## src/common/rtsc_pkg.sv

```systemverilog
// Constants and types of the reset, timer and system control block
package rtsc_pkg;

  // Register offsets (byte addresses)
  localparam logic [7:0] OFF_CTRL = 8'h00;
  localparam logic [7:0] OFF_SWRST = 8'h04;
  localparam logic [7:0] OFF_WD_LOCK = 8'h08;
  localparam logic [7:0] OFF_WD_CTRL = 8'h0c;
  localparam logic [7:0] OFF_WD_LOAD = 8'h10;
  localparam logic [7:0] OFF_WD_KICK = 8'h14;
  localparam logic [7:0] OFF_WD_COUNT = 8'h18;
  localparam logic [7:0] OFF_GPT_CTRL = 8'h1c;
  localparam logic [7:0] OFF_GPT_LOAD = 8'h20;
  localparam logic [7:0] OFF_GPT_COUNT = 8'h24;
  localparam logic [7:0] OFF_WUT_CTRL = 8'h28;
  localparam logic [7:0] OFF_WUT_LOAD = 8'h2c;
  localparam logic [7:0] OFF_WUT_COUNT = 8'h30;
  localparam logic [7:0] OFF_IRQ_STATUS = 8'h34;
  localparam logic [7:0] OFF_IRQ_MASK = 8'h38;
  localparam logic [7:0] OFF_RST_CAUSE = 8'h3c;

  // Field positions
  localparam int unsigned CTRL_HS_SEL_BIT = 0;
  localparam int unsigned CTRL_PMODE_LSB = 2;
  localparam int unsigned SWRST_REQ_BIT = 0;
  localparam int unsigned EN_BIT = 0;
  localparam int unsigned GPT_RELOAD_BIT = 1;
  localparam int unsigned GPT_SRC_BIT = 2;
  localparam int unsigned GPT_PRE_LSB = 8;
  localparam int unsigned EVT_GPT_BIT = 0;
  localparam int unsigned EVT_WUT_BIT = 1;
  localparam int unsigned EVT_ATTACH_BIT = 2;
  localparam int unsigned CAUSE_POR_BIT = 0;
  localparam int unsigned CAUSE_SW_BIT = 1;
  localparam int unsigned CAUSE_WD_BIT = 2;

  // Keys, arbitrary values
  localparam logic [31:0] WD_UNLOCK_KEY = 32'h0000_c0de;
  localparam logic [31:0] WD_KICK_KEY = 32'h0000_a5a5;

  // Reset values
  localparam logic CTRL_HS_SEL_RST = 1'b1;
  localparam logic [31:0] WD_LOAD_RST = 32'h00ff_ffff;
  localparam logic [31:0] TMR_LOAD_RST = 32'h0000_0000;
  localparam logic [7:0] GPT_PRE_RST = 8'h00;
  localparam logic [2:0] IRQ_MASK_RST = 3'h0;

  // Timing
  localparam int unsigned CLK_PERIOD_NS = 50;
  localparam int unsigned RST_HOLD_NS = 200;
  localparam int unsigned RST_HOLD_CYC =
    (RST_HOLD_NS + CLK_PERIOD_NS - 1) / CLK_PERIOD_NS;

  typedef enum logic [1:0] {PM_RUN, PM_IDLE, PM_SLEEP} rtsc_pmode_t;

  typedef struct packed {
    logic core;
    logic debug;
    logic periph;
    logic wakeup;
    logic wdog;
  } rtsc_dom_rst_t;

endpackage : rtsc_pkg

```

## src/rtl/rtsc_top.sv

```systemverilog
// Reset merging, watchdog, timers, oscillator and power mode control
//
// Design decisions made here: the address-and-strobe port and the address map.
`timescale 1ns/1ps

// Operation
// - Low supply resets every domain
// - Software reset spares debug domain
// - Watchdog reset spares wake-up timer
// - 32-bit watchdog resets system on timeout
// - Watchdog starts disabled until software enables
// - Watchdog never pauses for debug halt
// - Watchdog controls need unlock key first
// - Watchdog runs on selected core clock
// - 32-bit down-counter flags interrupt at zero
// - Timer ticks from source and prescaler
// - 32-bit wake-up timer ends low power
// - Select high or low speed oscillator
// - Power modes, wake on unmasked interrupt
// - Attach detection wakes from sleep unless a CTRL write sets the mode in the same cycle
// - Registers reached over peripheral register port
module rtsc_top #(
  parameter int unsigned ADDR_W = 8
) (
  // Clock and reset
  input wire logic clock,
  input wire logic sys_rst,
  input wire logic clk_en,
  // Register port
  input wire logic [ADDR_W-1:0] reg_addr,
  input wire logic [31:0] reg_wdata,
  input wire logic reg_wr,
  input wire logic reg_rd,
  output logic [31:0] reg_rdata,
  // System inputs
  input wire logic supply_ok,
  input wire logic ls_tick,
  input wire logic attach_detect,
  // Reset domains
  output rtsc_pkg::rtsc_dom_rst_t rst_out,
  // Clock and power control
  output logic core_clk_sel_hs,
  output logic hs_osc_en,
  output rtsc_pkg::rtsc_pmode_t pmode,
  output logic wake_req,
  // Interrupt
  output logic irq
);

  function automatic logic [31:0] cnt_step(input logic [31:0] cnt,
                                           input logic [31:0] load,
                                           input logic tick,
                                           input logic reload);
    if (!tick) begin
      return cnt;
    end
    if (cnt == 32'h0000_0000) begin
      return reload ? load : cnt;
    end
    return cnt - 32'h0000_0001;
  endfunction : cnt_step

  function automatic logic hits_zero(input logic [31:0] cnt,
                                     input logic tick);
    return tick && (cnt == 32'h0000_0001);
  endfunction : hits_zero

  function automatic logic wr_hit(input logic [ADDR_W-1:0] a,
                                  input logic [7:0] off,
                                  input logic wr);
    return wr && (a == ADDR_W'(off));
  endfunction : wr_hit

  // State
  logic sw_act;
  logic wd_act;
  logic [7:0] hold_cnt;
  logic hs_sel;
  logic wd_en;
  logic wd_unlocked;
  logic [31:0] wd_load;
  logic [31:0] wd_cnt;
  logic gpt_en;
  logic gpt_reload;
  logic gpt_src;
  logic [7:0] gpt_pre;
  logic [7:0] pre_cnt;
  logic [31:0] gpt_load;
  logic [31:0] gpt_cnt;
  logic wut_en;
  logic [31:0] wut_load;
  logic [31:0] wut_cnt;
  logic [2:0] irq_status;
  logic [2:0] irq_mask;
  logic [2:0] rst_cause;

  // Reset causes and domains
  wire por_act = !supply_ok;
  wire dom_core = por_act || sw_act || wd_act;
  wire dom_dbg = por_act || wd_act;
  wire dom_wut = por_act || sw_act;
  wire dom_wd = dom_core;
  wire dom_per = dom_core;

  // Register decode
  wire wr_ctrl = wr_hit(reg_addr, rtsc_pkg::OFF_CTRL, reg_wr);
  wire wr_swrst = wr_hit(reg_addr, rtsc_pkg::OFF_SWRST, reg_wr);
  wire wr_lock = wr_hit(reg_addr, rtsc_pkg::OFF_WD_LOCK, reg_wr);
  wire wr_wdc = wr_hit(reg_addr, rtsc_pkg::OFF_WD_CTRL, reg_wr);
  wire wr_wdl = wr_hit(reg_addr, rtsc_pkg::OFF_WD_LOAD, reg_wr);
  wire wr_kick = wr_hit(reg_addr, rtsc_pkg::OFF_WD_KICK, reg_wr);
  wire wr_gptc = wr_hit(reg_addr, rtsc_pkg::OFF_GPT_CTRL, reg_wr);
  wire wr_gptl = wr_hit(reg_addr, rtsc_pkg::OFF_GPT_LOAD, reg_wr);
  wire wr_wutc = wr_hit(reg_addr, rtsc_pkg::OFF_WUT_CTRL, reg_wr);
  wire wr_wutl = wr_hit(reg_addr, rtsc_pkg::OFF_WUT_LOAD, reg_wr);
  wire wr_mask = wr_hit(reg_addr, rtsc_pkg::OFF_IRQ_MASK, reg_wr);
  wire rd_status = wr_hit(reg_addr, rtsc_pkg::OFF_IRQ_STATUS, reg_rd);
  wire rd_cause = wr_hit(reg_addr, rtsc_pkg::OFF_RST_CAUSE, reg_rd);

  // Watchdog protection
  wire wd_prot_wr = (wr_wdc || wr_wdl) && wd_unlocked;
  wire wd_key_ok = wr_lock && (reg_wdata == rtsc_pkg::WD_UNLOCK_KEY);
  wire wd_kick = wr_kick && (reg_wdata == rtsc_pkg::WD_KICK_KEY);
  wire sw_req = wr_swrst && reg_wdata[rtsc_pkg::SWRST_REQ_BIT];

  // Counter ticks; watchdog has no halt term
  wire wd_timeout = hits_zero(wd_cnt, wd_en);
  wire pre_done = gpt_src ? ls_tick : 1'b1;
  wire gpt_tick = gpt_en && pre_done && (pre_cnt == gpt_pre);
  wire gpt_zero = hits_zero(gpt_cnt, gpt_tick);
  wire wut_zero = hits_zero(wut_cnt, wut_en);
  wire [2:0] evt_set = {attach_detect, wut_zero, gpt_zero};
  wire irq_pend = |(irq_status & irq_mask);
  wire wake_evt = wut_zero || attach_detect || irq_pend;

  // Next values
  wire [7:0] next_hold = (sw_req || wd_timeout) ?
                         8'(rtsc_pkg::RST_HOLD_CYC - 1) :
                         (hold_cnt != 8'h00) ? hold_cnt - 8'h01 : 8'h00;
  wire next_sw_act = sw_req || (sw_act && hold_cnt != 8'h00);
  wire next_wd_act = wd_timeout || (wd_act && hold_cnt != 8'h00);
  wire [31:0] next_wd_cnt = (wd_kick || (wd_prot_wr && wr_wdc)) ?
                            wd_load : cnt_step(wd_cnt, wd_load, wd_en, 1'b1);
  wire [31:0] next_gpt_cnt = wr_gptl ? reg_wdata :
                             cnt_step(gpt_cnt, gpt_load, gpt_tick,
                                      gpt_reload);
  wire [31:0] next_wut_cnt = wr_wutl ? reg_wdata :
                             cnt_step(wut_cnt, wut_load, wut_en, 1'b1);
  wire [7:0] next_pre_cnt = (!gpt_en || gpt_tick) ? 8'h00 :
                            pre_done ? pre_cnt + 8'h01 : pre_cnt;
  wire [2:0] next_status = (rd_status ? 3'h0 : irq_status) | evt_set;
  wire [2:0] next_cause = (rd_cause ? 3'h0 : rst_cause) |
                          {wd_act, sw_act, por_act};
  wire [1:0] wr_pmode = reg_wdata[rtsc_pkg::CTRL_PMODE_LSB +: 2];
  wire rtsc_pkg::rtsc_pmode_t next_pmode =
    (wr_ctrl && wr_pmode != 2'h3) ? rtsc_pkg::rtsc_pmode_t'(wr_pmode) :
    (pmode != rtsc_pkg::PM_RUN && wake_evt) ? rtsc_pkg::PM_RUN : pmode;

  // Read mux
  logic [31:0] rd_mux;
  always_comb begin
    rd_mux = 32'h0000_0000;
    unique case (reg_addr)
      ADDR_W'(rtsc_pkg::OFF_CTRL): rd_mux = {28'h0, pmode, 1'b0, hs_sel};
      ADDR_W'(rtsc_pkg::OFF_WD_LOCK): rd_mux = {31'h0, wd_unlocked};
      ADDR_W'(rtsc_pkg::OFF_WD_CTRL): rd_mux = {31'h0, wd_en};
      ADDR_W'(rtsc_pkg::OFF_WD_LOAD): rd_mux = wd_load;
      ADDR_W'(rtsc_pkg::OFF_WD_COUNT): rd_mux = wd_cnt;
      ADDR_W'(rtsc_pkg::OFF_GPT_CTRL): rd_mux =
        {16'h0, gpt_pre, 5'h0, gpt_src, gpt_reload, gpt_en};
      ADDR_W'(rtsc_pkg::OFF_GPT_LOAD): rd_mux = gpt_load;
      ADDR_W'(rtsc_pkg::OFF_GPT_COUNT): rd_mux = gpt_cnt;
      ADDR_W'(rtsc_pkg::OFF_WUT_CTRL): rd_mux = {31'h0, wut_en};
      ADDR_W'(rtsc_pkg::OFF_WUT_LOAD): rd_mux = wut_load;
      ADDR_W'(rtsc_pkg::OFF_WUT_COUNT): rd_mux = wut_cnt;
      ADDR_W'(rtsc_pkg::OFF_IRQ_STATUS): rd_mux = {29'h0, irq_status};
      ADDR_W'(rtsc_pkg::OFF_IRQ_MASK): rd_mux = {29'h0, irq_mask};
      ADDR_W'(rtsc_pkg::OFF_RST_CAUSE): rd_mux = {29'h0, rst_cause};
      default: rd_mux = 32'h0000_0000;
    endcase
  end

  // Register port read data
  always_ff @(posedge clock or posedge sys_rst) begin
    if (sys_rst) begin
      reg_rdata <= 32'h0000_0000;
    end else if (clk_en) begin
      reg_rdata <= reg_rd ? rd_mux : 32'h0000_0000;
    end
  end

  // Reset causes and synchronous domain outputs
  always_ff @(posedge clock or posedge sys_rst) begin
    if (sys_rst) begin
      sw_act <= 1'b0;
      wd_act <= 1'b0;
      hold_cnt <= 8'h00;
      rst_out <= '1;
      rst_cause <= 3'h0;
    end else if (clk_en) begin
      sw_act <= next_sw_act;
      wd_act <= next_wd_act;
      hold_cnt <= next_hold;
      rst_out <= '{dom_core, dom_dbg, dom_per, dom_wut, dom_wd};
      rst_cause <= next_cause;
    end
  end

  // Watchdog
  always_ff @(posedge clock or posedge sys_rst) begin
    if (sys_rst) begin
      wd_en <= 1'b0;
      wd_unlocked <= 1'b0;
      wd_load <= rtsc_pkg::WD_LOAD_RST;
      wd_cnt <= rtsc_pkg::WD_LOAD_RST;
    end else if (clk_en) begin
      if (dom_wd) begin
        wd_en <= 1'b0;
        wd_unlocked <= 1'b0;
        wd_load <= rtsc_pkg::WD_LOAD_RST;
        wd_cnt <= rtsc_pkg::WD_LOAD_RST;
      end else begin
        if (wd_prot_wr && wr_wdc) begin
          wd_en <= reg_wdata[rtsc_pkg::EN_BIT];
        end
        if (wd_prot_wr && wr_wdl) begin
          wd_load <= reg_wdata;
        end
        wd_unlocked <= wd_key_ok || (wd_unlocked && !wd_prot_wr);
        wd_cnt <= next_wd_cnt;
      end
    end
  end

  // Peripheral registers: clock, power mode, timer, interrupts
  always_ff @(posedge clock or posedge sys_rst) begin
    if (sys_rst) begin
      hs_sel <= rtsc_pkg::CTRL_HS_SEL_RST;
      pmode <= rtsc_pkg::PM_RUN;
      gpt_en <= 1'b0;
      gpt_reload <= 1'b0;
      gpt_src <= 1'b0;
      gpt_pre <= rtsc_pkg::GPT_PRE_RST;
      pre_cnt <= 8'h00;
      gpt_load <= rtsc_pkg::TMR_LOAD_RST;
      gpt_cnt <= rtsc_pkg::TMR_LOAD_RST;
      irq_status <= 3'h0;
      irq_mask <= rtsc_pkg::IRQ_MASK_RST;
    end else if (clk_en) begin
      if (dom_per) begin
        hs_sel <= rtsc_pkg::CTRL_HS_SEL_RST;
        pmode <= rtsc_pkg::PM_RUN;
        gpt_en <= 1'b0;
        gpt_reload <= 1'b0;
        gpt_src <= 1'b0;
        gpt_pre <= rtsc_pkg::GPT_PRE_RST;
        pre_cnt <= 8'h00;
        gpt_load <= rtsc_pkg::TMR_LOAD_RST;
        gpt_cnt <= rtsc_pkg::TMR_LOAD_RST;
        irq_status <= 3'h0;
        irq_mask <= rtsc_pkg::IRQ_MASK_RST;
      end else begin
        if (wr_ctrl) begin
          hs_sel <= reg_wdata[rtsc_pkg::CTRL_HS_SEL_BIT];
        end
        pmode <= next_pmode;
        if (wr_gptc) begin
          gpt_en <= reg_wdata[rtsc_pkg::EN_BIT];
          gpt_reload <= reg_wdata[rtsc_pkg::GPT_RELOAD_BIT];
          gpt_src <= reg_wdata[rtsc_pkg::GPT_SRC_BIT];
          gpt_pre <= reg_wdata[rtsc_pkg::GPT_PRE_LSB +: 8];
        end
        if (wr_gptl) begin
          gpt_load <= reg_wdata;
        end
        pre_cnt <= next_pre_cnt;
        gpt_cnt <= next_gpt_cnt;
        irq_status <= next_status;
        if (wr_mask) begin
          irq_mask <= reg_wdata[2:0];
        end
      end
    end
  end

  // Wake-up timer, cleared by supply and software resets only
  always_ff @(posedge clock or posedge sys_rst) begin
    if (sys_rst) begin
      wut_en <= 1'b0;
      wut_load <= rtsc_pkg::TMR_LOAD_RST;
      wut_cnt <= rtsc_pkg::TMR_LOAD_RST;
    end else if (clk_en) begin
      if (dom_wut) begin
        wut_en <= 1'b0;
        wut_load <= rtsc_pkg::TMR_LOAD_RST;
        wut_cnt <= rtsc_pkg::TMR_LOAD_RST;
      end else begin
        if (wr_wutc) begin
          wut_en <= reg_wdata[rtsc_pkg::EN_BIT];
        end
        if (wr_wutl) begin
          wut_load <= reg_wdata;
        end
        wut_cnt <= next_wut_cnt;
      end
    end
  end

  // Outputs
  assign core_clk_sel_hs = hs_sel && (pmode != rtsc_pkg::PM_SLEEP);
  assign hs_osc_en = core_clk_sel_hs;
  assign wake_req = (pmode != rtsc_pkg::PM_RUN) && wake_evt;
  assign irq = irq_pend;
endmodule : rtsc_top

```

## config.mk

```make
export PLATFORM = sky130hd
export DESIGN_NAME = rtsc_top
export DESIGN_NICKNAME = d
export VERILOG_FILES = /design/src/common/rtsc_pkg.sv /design/src/rtl/rtsc_top.sv
export SDC_FILE = /design/constraint.sdc
export NUM_CORES = 1
export LEC_CHECK = 0
export BUFFER_PORTS_ARGS = -buffer_cell sky130_fd_sc_hd__buf_2
export CORE_ASPECT_RATIO = 2
export CORE_MARGIN = 2
export CORE_UTILIZATION = 35
export DETAILED_ROUTE_END_ITERATION = 10
export SYNTH_ARGS = -nofsm -noshare
export SYNTH_HDL_FRONTEND = slang
export SYNTH_SLANG_ARGS = --single-unit
```

## constraint.sdc

```tcl
create_clock -name clock -period 27.2 [get_ports clock]
set_input_delay 5.44 -clock clock [delete_from_list [all_inputs] [get_ports clock]]
set_output_delay 5.44 -clock clock [all_outputs]
set_load 0.01 [all_outputs]
```

==> results of run 1 <==
## final timing paths
path	start	end
min in group asynchronous	sys_rst	wd_act
min	reg_rdata[0]	reg_rdata[0]
max	attach_detect	wake_req
max in group asynchronous	sys_rst	gpt_load[26]
max reg2reg	wd_cnt[0]	wd_cnt[27]
min reg2reg	reg_rdata[0]	reg_rdata[0]
## power groups by stage
stage | registers, mW | clock network, mW | logic [mW]
global route | 0.507 | 0.436 | 0.418
global placement | 0.505 | 0 | 0.365
finish | 0.502 | 0.415 | 0.383
detailed placement | 0.507 | 0 | 0.373
floorplan | 0.481 | 0 | 0.261
CTS | 0.499 | 0.420 | 0.375
## metrics by stage
step                      hold WS (ns)  setup slack (ns)  power [mW]  cells  cell area, µm²
after global routing             0.488             15.72        1.36   2335           17500
final                            0.475             15.76        1.30   2336           17500
after CTS                        0.479             15.77        1.29   2335           17500
after floorplan                  0.450             14.38       0.741   1741           15600
after detailed placement         0.464             15.77       0.879   2287           16600
after global placement           0.462             15.74       0.870   2287           16600
## layer usage
layer	share of wire (%)	global-route usage, %	vias up
met2	49	45.3	797
met1	36	31.2	7460
li1	-	-	6555
met3	6.8	3.72	273
met4	8.8	21.1	2
met5	0.020	0	-
## placed cells by master (no fill, tap or decap), types with 12 or more instances in the layout
cell	netlist	routed
sky130_fd_sc_hd__a21o_1	20	20
sky130_fd_sc_hd__a22o_1	29	29
sky130_fd_sc_hd__nand2_1	261	260
sky130_fd_sc_hd__o21ai_0	181	179
sky130_fd_sc_hd__buf_4	6	37
sky130_fd_sc_hd__nor3_1	58	56
sky130_fd_sc_hd__dfrtp_1	219	219
sky130_fd_sc_hd__a31oi_1	18	18
sky130_fd_sc_hd__a2bb2oi_1	12	12
sky130_fd_sc_hd__inv_1	32	31
sky130_fd_sc_hd__o2bb2ai_1	27	27
sky130_fd_sc_hd__clkbuf_16	0	27
sky130_fd_sc_hd__nand3_1	28	28
sky130_fd_sc_hd__or3_1	29	29
sky130_fd_sc_hd__xnor2_1	22	22
sky130_fd_sc_hd__a222oi_1	13	13
sky130_fd_sc_hd__o21a_1	13	13
sky130_fd_sc_hd__a221oi_1	25	25
sky130_fd_sc_hd__nor2_1	105	96
sky130_fd_sc_hd__o31ai_1	23	23
sky130_fd_sc_hd__or4_1	15	15
sky130_fd_sc_hd__dfstp_2	52	52
sky130_fd_sc_hd__a22oi_1	81	81
sky130_fd_sc_hd__o22a_1	32	32
sky130_fd_sc_hd__nor4_1	32	31
sky130_fd_sc_hd__a21oi_1	41	41
sky130_fd_sc_hd__mux2i_1	35	35
sky130_fd_sc_hd__nand4_1	19	19
sky130_fd_sc_hd__buf_2	13	90
sky130_fd_sc_hd__xor2_1	22	22
## cells in the mapped netlist (all sizes together) (20+ instances only)
master   count
o22a        32
xnor2       22
or3         29
nand3       28
a21o        20
o2bb2ai     27
a22o        29
a21oi       45
mux2i       35
nor2       105
clkbuf     108
nor3        60
dfstp       52
a221oi      25
xor2        22
o21ai      189
inv         32
nand4       20
buf         29
o31ai       24
nor4        36
dfrtp      219
a22oi       81
nand2      261
## layout make-up
cell class	instances	area (µm²)
fill	4358	26500
multi-input combinational	1300	8130
sequential	271	6850
clock buffer	35	756
timing repair buffer	128	748
tap	555	694
clock inverter	13	196
inverter	33	131
antenna	1	2.50
## flip-flops by register name, indices dropped and copies added (netlist names), 8 cells and up
name	cells
wd_load	32
gpt_pre	8
gpt_cnt	32
wut_load	32
wd_cnt	32
pre_cnt	8
hold_cnt	8
gpt_load	32
wut_cnt	32
reg_rdata	32
## cells by family after synthesis
kind of cell / count (synthesis) / synth area share (%)
AND/OR/NAND/NOR: 620 / 19.5
AO/OA/AOI/OAI: 590 / 26.5
flip-flops: 271 / 43.9
buffers and inverters: 170 / 4.49
XOR/XNOR: 44 / 2.47
multiplexers: 37 / 2.39
adder cells (fa/ha/maj): 9 / 0.723
==> impl.org, run 1 <==
** Route
- Via total after detailed routing :: between 15k and 20k
- DRC :: 0
- Count of antenna-violating nets left after detailed routing :: 0
- The first detailed-routing pass ran for 7 iterations.
- After detailed routing, the total wire length is ~64000 µm.
- In this run, the number of DRC markers left after iteration 0 of detailed routing was approximately 1.7k.
- After detailed routing, the number of vias per cell comes to between 6 and 7.
- Final routed wire length divided by cell count :: between 20 and 30 µm

** CTS
- In this run the number of H-tree levels came out at 1.
- Clock latency on the worst-skew pair, taken at its later pin, is ~0.57 ns.
- The number of setup buffers added after CTS is 0.
- Clock tree synthesis inserted a total of 26 buffers.
- Clock slew at the register clock pins of the worst setup and hold paths :: 0.07 ns
- CTS saw approximately 270 sinks.
- Hold buffers post-CTS :: 0
- TritonCTS built the clock tree.
- In this run the deepest clock path goes through 3 buffers.
- Clock tree synthesis selected as its root buffer the cell sky130_fd_sc_hd__clkbuf_16.
- The number of gates resized after CTS was 0.

** Synth
- Among all flip-flop cells after synthesis, the most frequent one is sky130_fd_sc_hd__dfrtp_1.
- For this run, the register share of the synthesized area comes to 43.9%.
- Post-synth EDFFs :: 0
- For this run, asynchronously set or reset flops after synthesis account for between 90% and 100%.
- When the netlist entered floorplanning its net count stood at approximately 1.8k.
- Area contributors post-synth :: sky130_fd_sc_hd__dfrtp_1 (35%), sky130_fd_sc_hd__dfstp_2 (8.8%), sky130_fd_sc_hd__nand2_1 (6.3%)
- In the synthesized netlist, the number of instances is ~1.7k.
- Top cell type's share of synthesized area :: a little over a third
- The mapped netlist covers between 0.015 and 0.02 mm².
- Number of distinct library cells after synthesis :: 80
- Synthesis inferred about 270 register bits.
- After synthesis, the mean cell area works out to between 8 and 9 µm².
- For this run, the number of Yosys warnings is 0.
- Post-synthesis cell type with the largest combined area :: sky130_fd_sc_hd__dfrtp_1

** Power
- Total power divided by cell area :: ~74 mW/mm²
- Net load switching power :: just under 0.5 mW
- Switching share of power :: a little under two fifths
- Leak Pwr :: approximately 7.6 nW
- The internal power of the cells totals about 0.8 mW.
- Across the VDD grid, the largest voltage drop is 0.0000436 V.
- Clock power frac :: between 30% and 40%
- Sequential cells account for 38.6% of the total power.
- Combinational fraction of design power :: between 20% and 30%

** GRT
- Global-route wire length before repair :: slightly below 100000 µm
- Total routing resource utilization after global routing :: 27.1%
- Entering global routing, the biggest net connects ~150 pins.
- Number of antenna violations at the first check in global routing :: 1
- Overflow left after global routing :: 0
- The number of global-route vias before repair is 15.0k.

** Timing
- Worst Tran Pin Value :: about 1.2 ns
- Summed over all failing endpoints, the final setup total negative slack is 0 ns.
- Based on the critical path, the design can be clocked at up to just under 90 MHz.
- The worst pin sits at a relative slew slack of about a fifth.
- Setup repair after global routing missed its margin :: no
- Final critical-path required period :: 11.44 ns
- Total count of hold-check failures in the final report :: 0
- Dividing the final minimum period by the clock period gives between 40% and 50%.
- Endpoints failing setup :: 0
- Slew Limit Fails :: 0
- Clock skew :: ~0.012 ns

** Place
- Detailed placement ended at an HPWL of approximately 44000 µm.
- Number of input and output port buffers inserted :: 90
- The congestion estimate from routability-driven global placement came to just under 1.

** Setup path
- Worst R2R Setup Slack :: 23.38 ns
- Counting cells, the worst reg-to-reg path comes to 8.
- At the worst endpoint, the arrival time is ~6.0 ns.
- Counting buffers and inverters, the worst setup path is 5 cells deep.
- In this design, the critical path's most frequently occurring cell is sky130_fd_sc_hd__buf_2.
- The worst setup path is captured at an output port.
- In this run the worst path has a maximum fanout of 2.
- Buffers plus inverters on the worst setup path :: 2
- For this run, the slowest stage of the critical path takes 0.14 ns.
- Required time worst endpoint :: 21.76 ns
- Among cell families on the critical path, the largest total delay comes from buffers and inverters.
- Startpoint type of the worst setup path :: primary input
- Walking the worst path, the cells encountered are buf_2 -> nor2_1 -> o31ai_1 -> o21a_1 -> buf_2.
- Type of the worst setup path :: in -> out
- Among all stages on the critical path, the largest delay is contributed by sky130_fd_sc_hd__o21a_1.

** Die
- The floorplan step defined a die boundary enclosing 0.0463 mm².
- Number of primary I/O pins :: 91
- Std-Cell Core Area :: 0.0441 mm²
- The die is between 150 and 200 µm wide.
- Die boundary height :: between 300 and 400 µm
- Once the floorplan was initialized, standard cells occupied ~35% of the core.
- The initialized floorplan defines 109 standard-cell rows.

** Cells and area
- Area growth from synthesis to final layout :: 12.4%
- Final Core Density :: 39.7%
- Number of nets in the layout :: between 1.5k and 2k
- Of the cells placed in the final design, the portion with a size suffix greater than 1 is between 10% and 20%.

** Worst hold path
- Classification of the worst-slack hold path :: reg -> reg
- Number of cells traversed by the worst hold path :: 1

** Run
- The tool flagged a number of max-cap violations equal to 0.

** Run status
- The flow ran to the end, and the final reports show no timing, DRC or antenna violations.
Power figures use the tool's default switching activity.
==> run 2: changes to the inputs <==
- clock period: 27.2 -> 10.2 ns (I/O delays scaled with it)
==> impl.org, run 2 (same netlist as run 1, synthesis figures left out) <==
** Timing
- The worst path uses between 50% and 60% of the clock period.
- Worst Tran Pin Value :: about 1.3 ns
- Clock skew :: roughly 0.017 ns
- Final critical-path required period :: 5.59 ns
- The final max-slew violation count came to 0.
- For the final routed database, the setup TNS stands at 0 ns.
- Setup repair after global routing left no endpoint under its margin.
- The number of hold violations in the final report is 0.
- Rel. slew slack :: a little over an eighth
- Setup violations remaining at the end of the flow were counted as 0.
- Timing-limited maximum frequency :: 179 MHz

** Power
- The worst-case IR drop observed on VDD is between 0.0001 and 0.00015 V.
- Power spread over the standard cell area amounts to between 150 and 200 mW/mm².
- Leak Pwr :: around 7.5 nW

** Worst hold path
- The startpoint identified for the worst hold timing path is reg_rdata[15].
- Number of cells traversed by the worst hold path :: 1
- The worst hold path terminates at reg_rdata[15].
- Classification of the worst-slack hold path :: reg -> reg

** GRT
- For this run, the total global-route usage over all layers was measured as a little over a quarter.
- Number of antenna violations at the first check in global routing :: 1
- The first global-routing pass estimated around 94000 µm of wire.
- The number of global-route vias before repair came to 14.8k.
- Overflow left after global routing :: 0
- Entering global routing, the biggest net connects 140 pins.

** Run
- Max-cap violations in this run came to 0.

** Run status
- Run status :: complete, no violations

** Setup path
- Crit-path slowest cell :: sky130_fd_sc_hd__o31ai_1
- Crit Reg-Reg Endpoint :: wd_cnt[29]
- Data arrival time of the critical path :: ~3.6 ns
- Required time worst endpoint :: 8.16 ns
- Together, buffers and inverters on the worst path number 1.
- For this run, the slowest stage of the critical path takes ~0.81 ns.
- Worst Reg-to-Reg Cells :: 8
- Reg2reg start :: wd_cnt[0]
- Type of the worst setup path :: reg -> out
- Critical path cell sequence :: or4_1 -> nor2_1 -> nand2_1 -> o31ai_1 -> o21a_1 -> buf_2
- STA classifies the critical path startpoint as a flop.
- Family with the most delay on the worst path :: simple AND/OR/NAND/NOR gates
- Launch point of the critical path :: wut_cnt[16]
- Critical Path Sink Type :: output port
- Worst R2R Setup Slack :: ~6.5 ns
- Levels on crit path :: 6
- Maximum fanout encountered on the critical timing path :: 7

** Place
- Number of input and output port buffers inserted :: 90
- Instance count after placement with tap cells included :: roughly 2.3k
- After legalization and detailed placement, the total HPWL measured between 40000 and 50000 µm.
- Routability-driven placement finished with a final weighted congestion of slightly below 1.

** CTS
- The tree is rooted in a sky130_fd_sc_hd__clkbuf_16.
- Resized cells post-CTS :: 0
- Clock Path Buffers :: 3
- Hold buffers post-CTS :: 0
- Counting the buffers created by CTS gives 26.
- Skew-Pair Late Insertion Delay :: approximately 0.57 ns
- Num Clock Sinks :: ~270
- CTS tree :: built
- Post-CTS setup buffer count :: 0
- Clock slew at the register clock pins of the worst setup and hold paths :: 0.06 ns
- H-Tree Level Count :: 1

** Route
- In the final routed layout, each cell accounts on average for ~27 µm.
- The final layout contains routed wiring with a total length of between 60000 and 70000 µm.
- In this run, the number of DRC markers left after iteration 0 of detailed routing was 1746.
- Post-DR vias/cell :: between 6 and 7
- Wire length the detailed router placed on met1 :: around 22000 µm
- The first detailed-routing pass took 10 iterations.
- After detailed routing, the number of remaining DRC violations is 0.
- Met2 wire len :: 31400 µm
- Top layer used by detailed routing :: met4
- Detailed routing placed a total of ~4800 µm of wire on met3.
- The detail route stage leaves a number of antenna-violating nets equal to 0.
- Via total after detailed routing :: ~15k

** Die
- DIE AREA :: about 0.046 mm²
- Number of primary I/O pins :: 91
- Die width :: between 150 and 200 µm
- Std-Cell Core Area :: 0.0441 mm²
- Measured along the y axis, the die boundary spans 302 µm.
- After floorplanning, the core was divided into 109 placement rows.
- For this configuration, the core starts out at a cell density of between 30 and 40%.

** Cells and area
- Filler cell count in the final layout :: around 4.4k
- Final Core Density :: between 30% and 40%
- The library cells used most frequently in the layout, excluding fill and tap cells, are sky130_fd_sc_hd__nand2_1 (260), sky130_fd_sc_hd__dfrtp_1 (219), sky130_fd_sc_hd__o21ai_0 (179).
- In the final layout, the share of cells above drive strength 1 is around 15%.
- Area taken by multi-input logic gates :: 0.00813 mm²
- For this run, the post-layout net count is about 1.8k.
- The count of cells in the finished layout, fillers not included, comes to between 2k and 2.5k.
- The library cell used most frequently in the layout, excluding fill and tap cells, is sky130_fd_sc_hd__nand2_1.
- Area taken by flip-flops and latches :: between 0.006 and 0.007 mm²
- Compared with the post-synthesis result, the final layout area differs by 11.6%.
-- run 2: cell types whose count changed in the layout (fill, tap and decap cells not counted), sizes merged --
cell | before | now
bufinv | 5 | 2
clkbuf | 35 | 42
clkinv | 8 | 4
buf | 128 | 124
-- run 2: area by class of cell --
| class | count | share of cell area [%] |
|---|---|---|
| antenna | 1 | 0.0144 |
| clock buffer | 42 | 4.56 |
| clock inverter | 6 | 0.475 |
| inverter | 33 | 0.755 |
| multi-input combinational | 1300 | 46.7 |
| sequential | 271 | 39.4 |
| tap | 555 | 3.99 |
| timing repair buffer | 124 | 4.13 |
-- run 2: how the worst max path moves through the flow --
stage	to	slack (ns)
after global placement	wd_cnt[0]	4.58
after CTS	wake_req	4.74
after detailed placement	wd_cnt[2]	4.50
after floorplan	gpt_cnt[0]	0.78
after global routing	wake_req	4.51
final	wake_req	4.61
-- run 2: report_power, final --
part	switching [mW]	internal, mW
Sequential	0.162	1.18
Combinational	0.654	0.355
Clock	0.447	0.582
Total	1.26	2.12
-- run 2: metrics by stage --
| stage | hold WS (ns) | instance area (µm²) | total power, mW | setup slack, ns |
|---|---|---|---|---|
| after floorplan | 0.450 | 15600 | 1.98 | 0.779 |
| after global routing | 0.498 | 17400 | 3.53 | 4.51 |
| after CTS | 0.479 | 17400 | 3.38 | 4.74 |
| final | 0.475 | 17400 | 3.38 | 4.61 |
| after global placement | 0.463 | 16500 | 2.32 | 4.58 |
| after detailed placement | 0.464 | 16500 | 2.34 | 4.50 |
-- run 2: metal layers --
layer  up-vias  global-route usage (%)
met4         0                    20.7
met3       313                    3.85
met2       857                    46.2
met1      7409                    29.3
met5         -                       0
li1       6553                       -
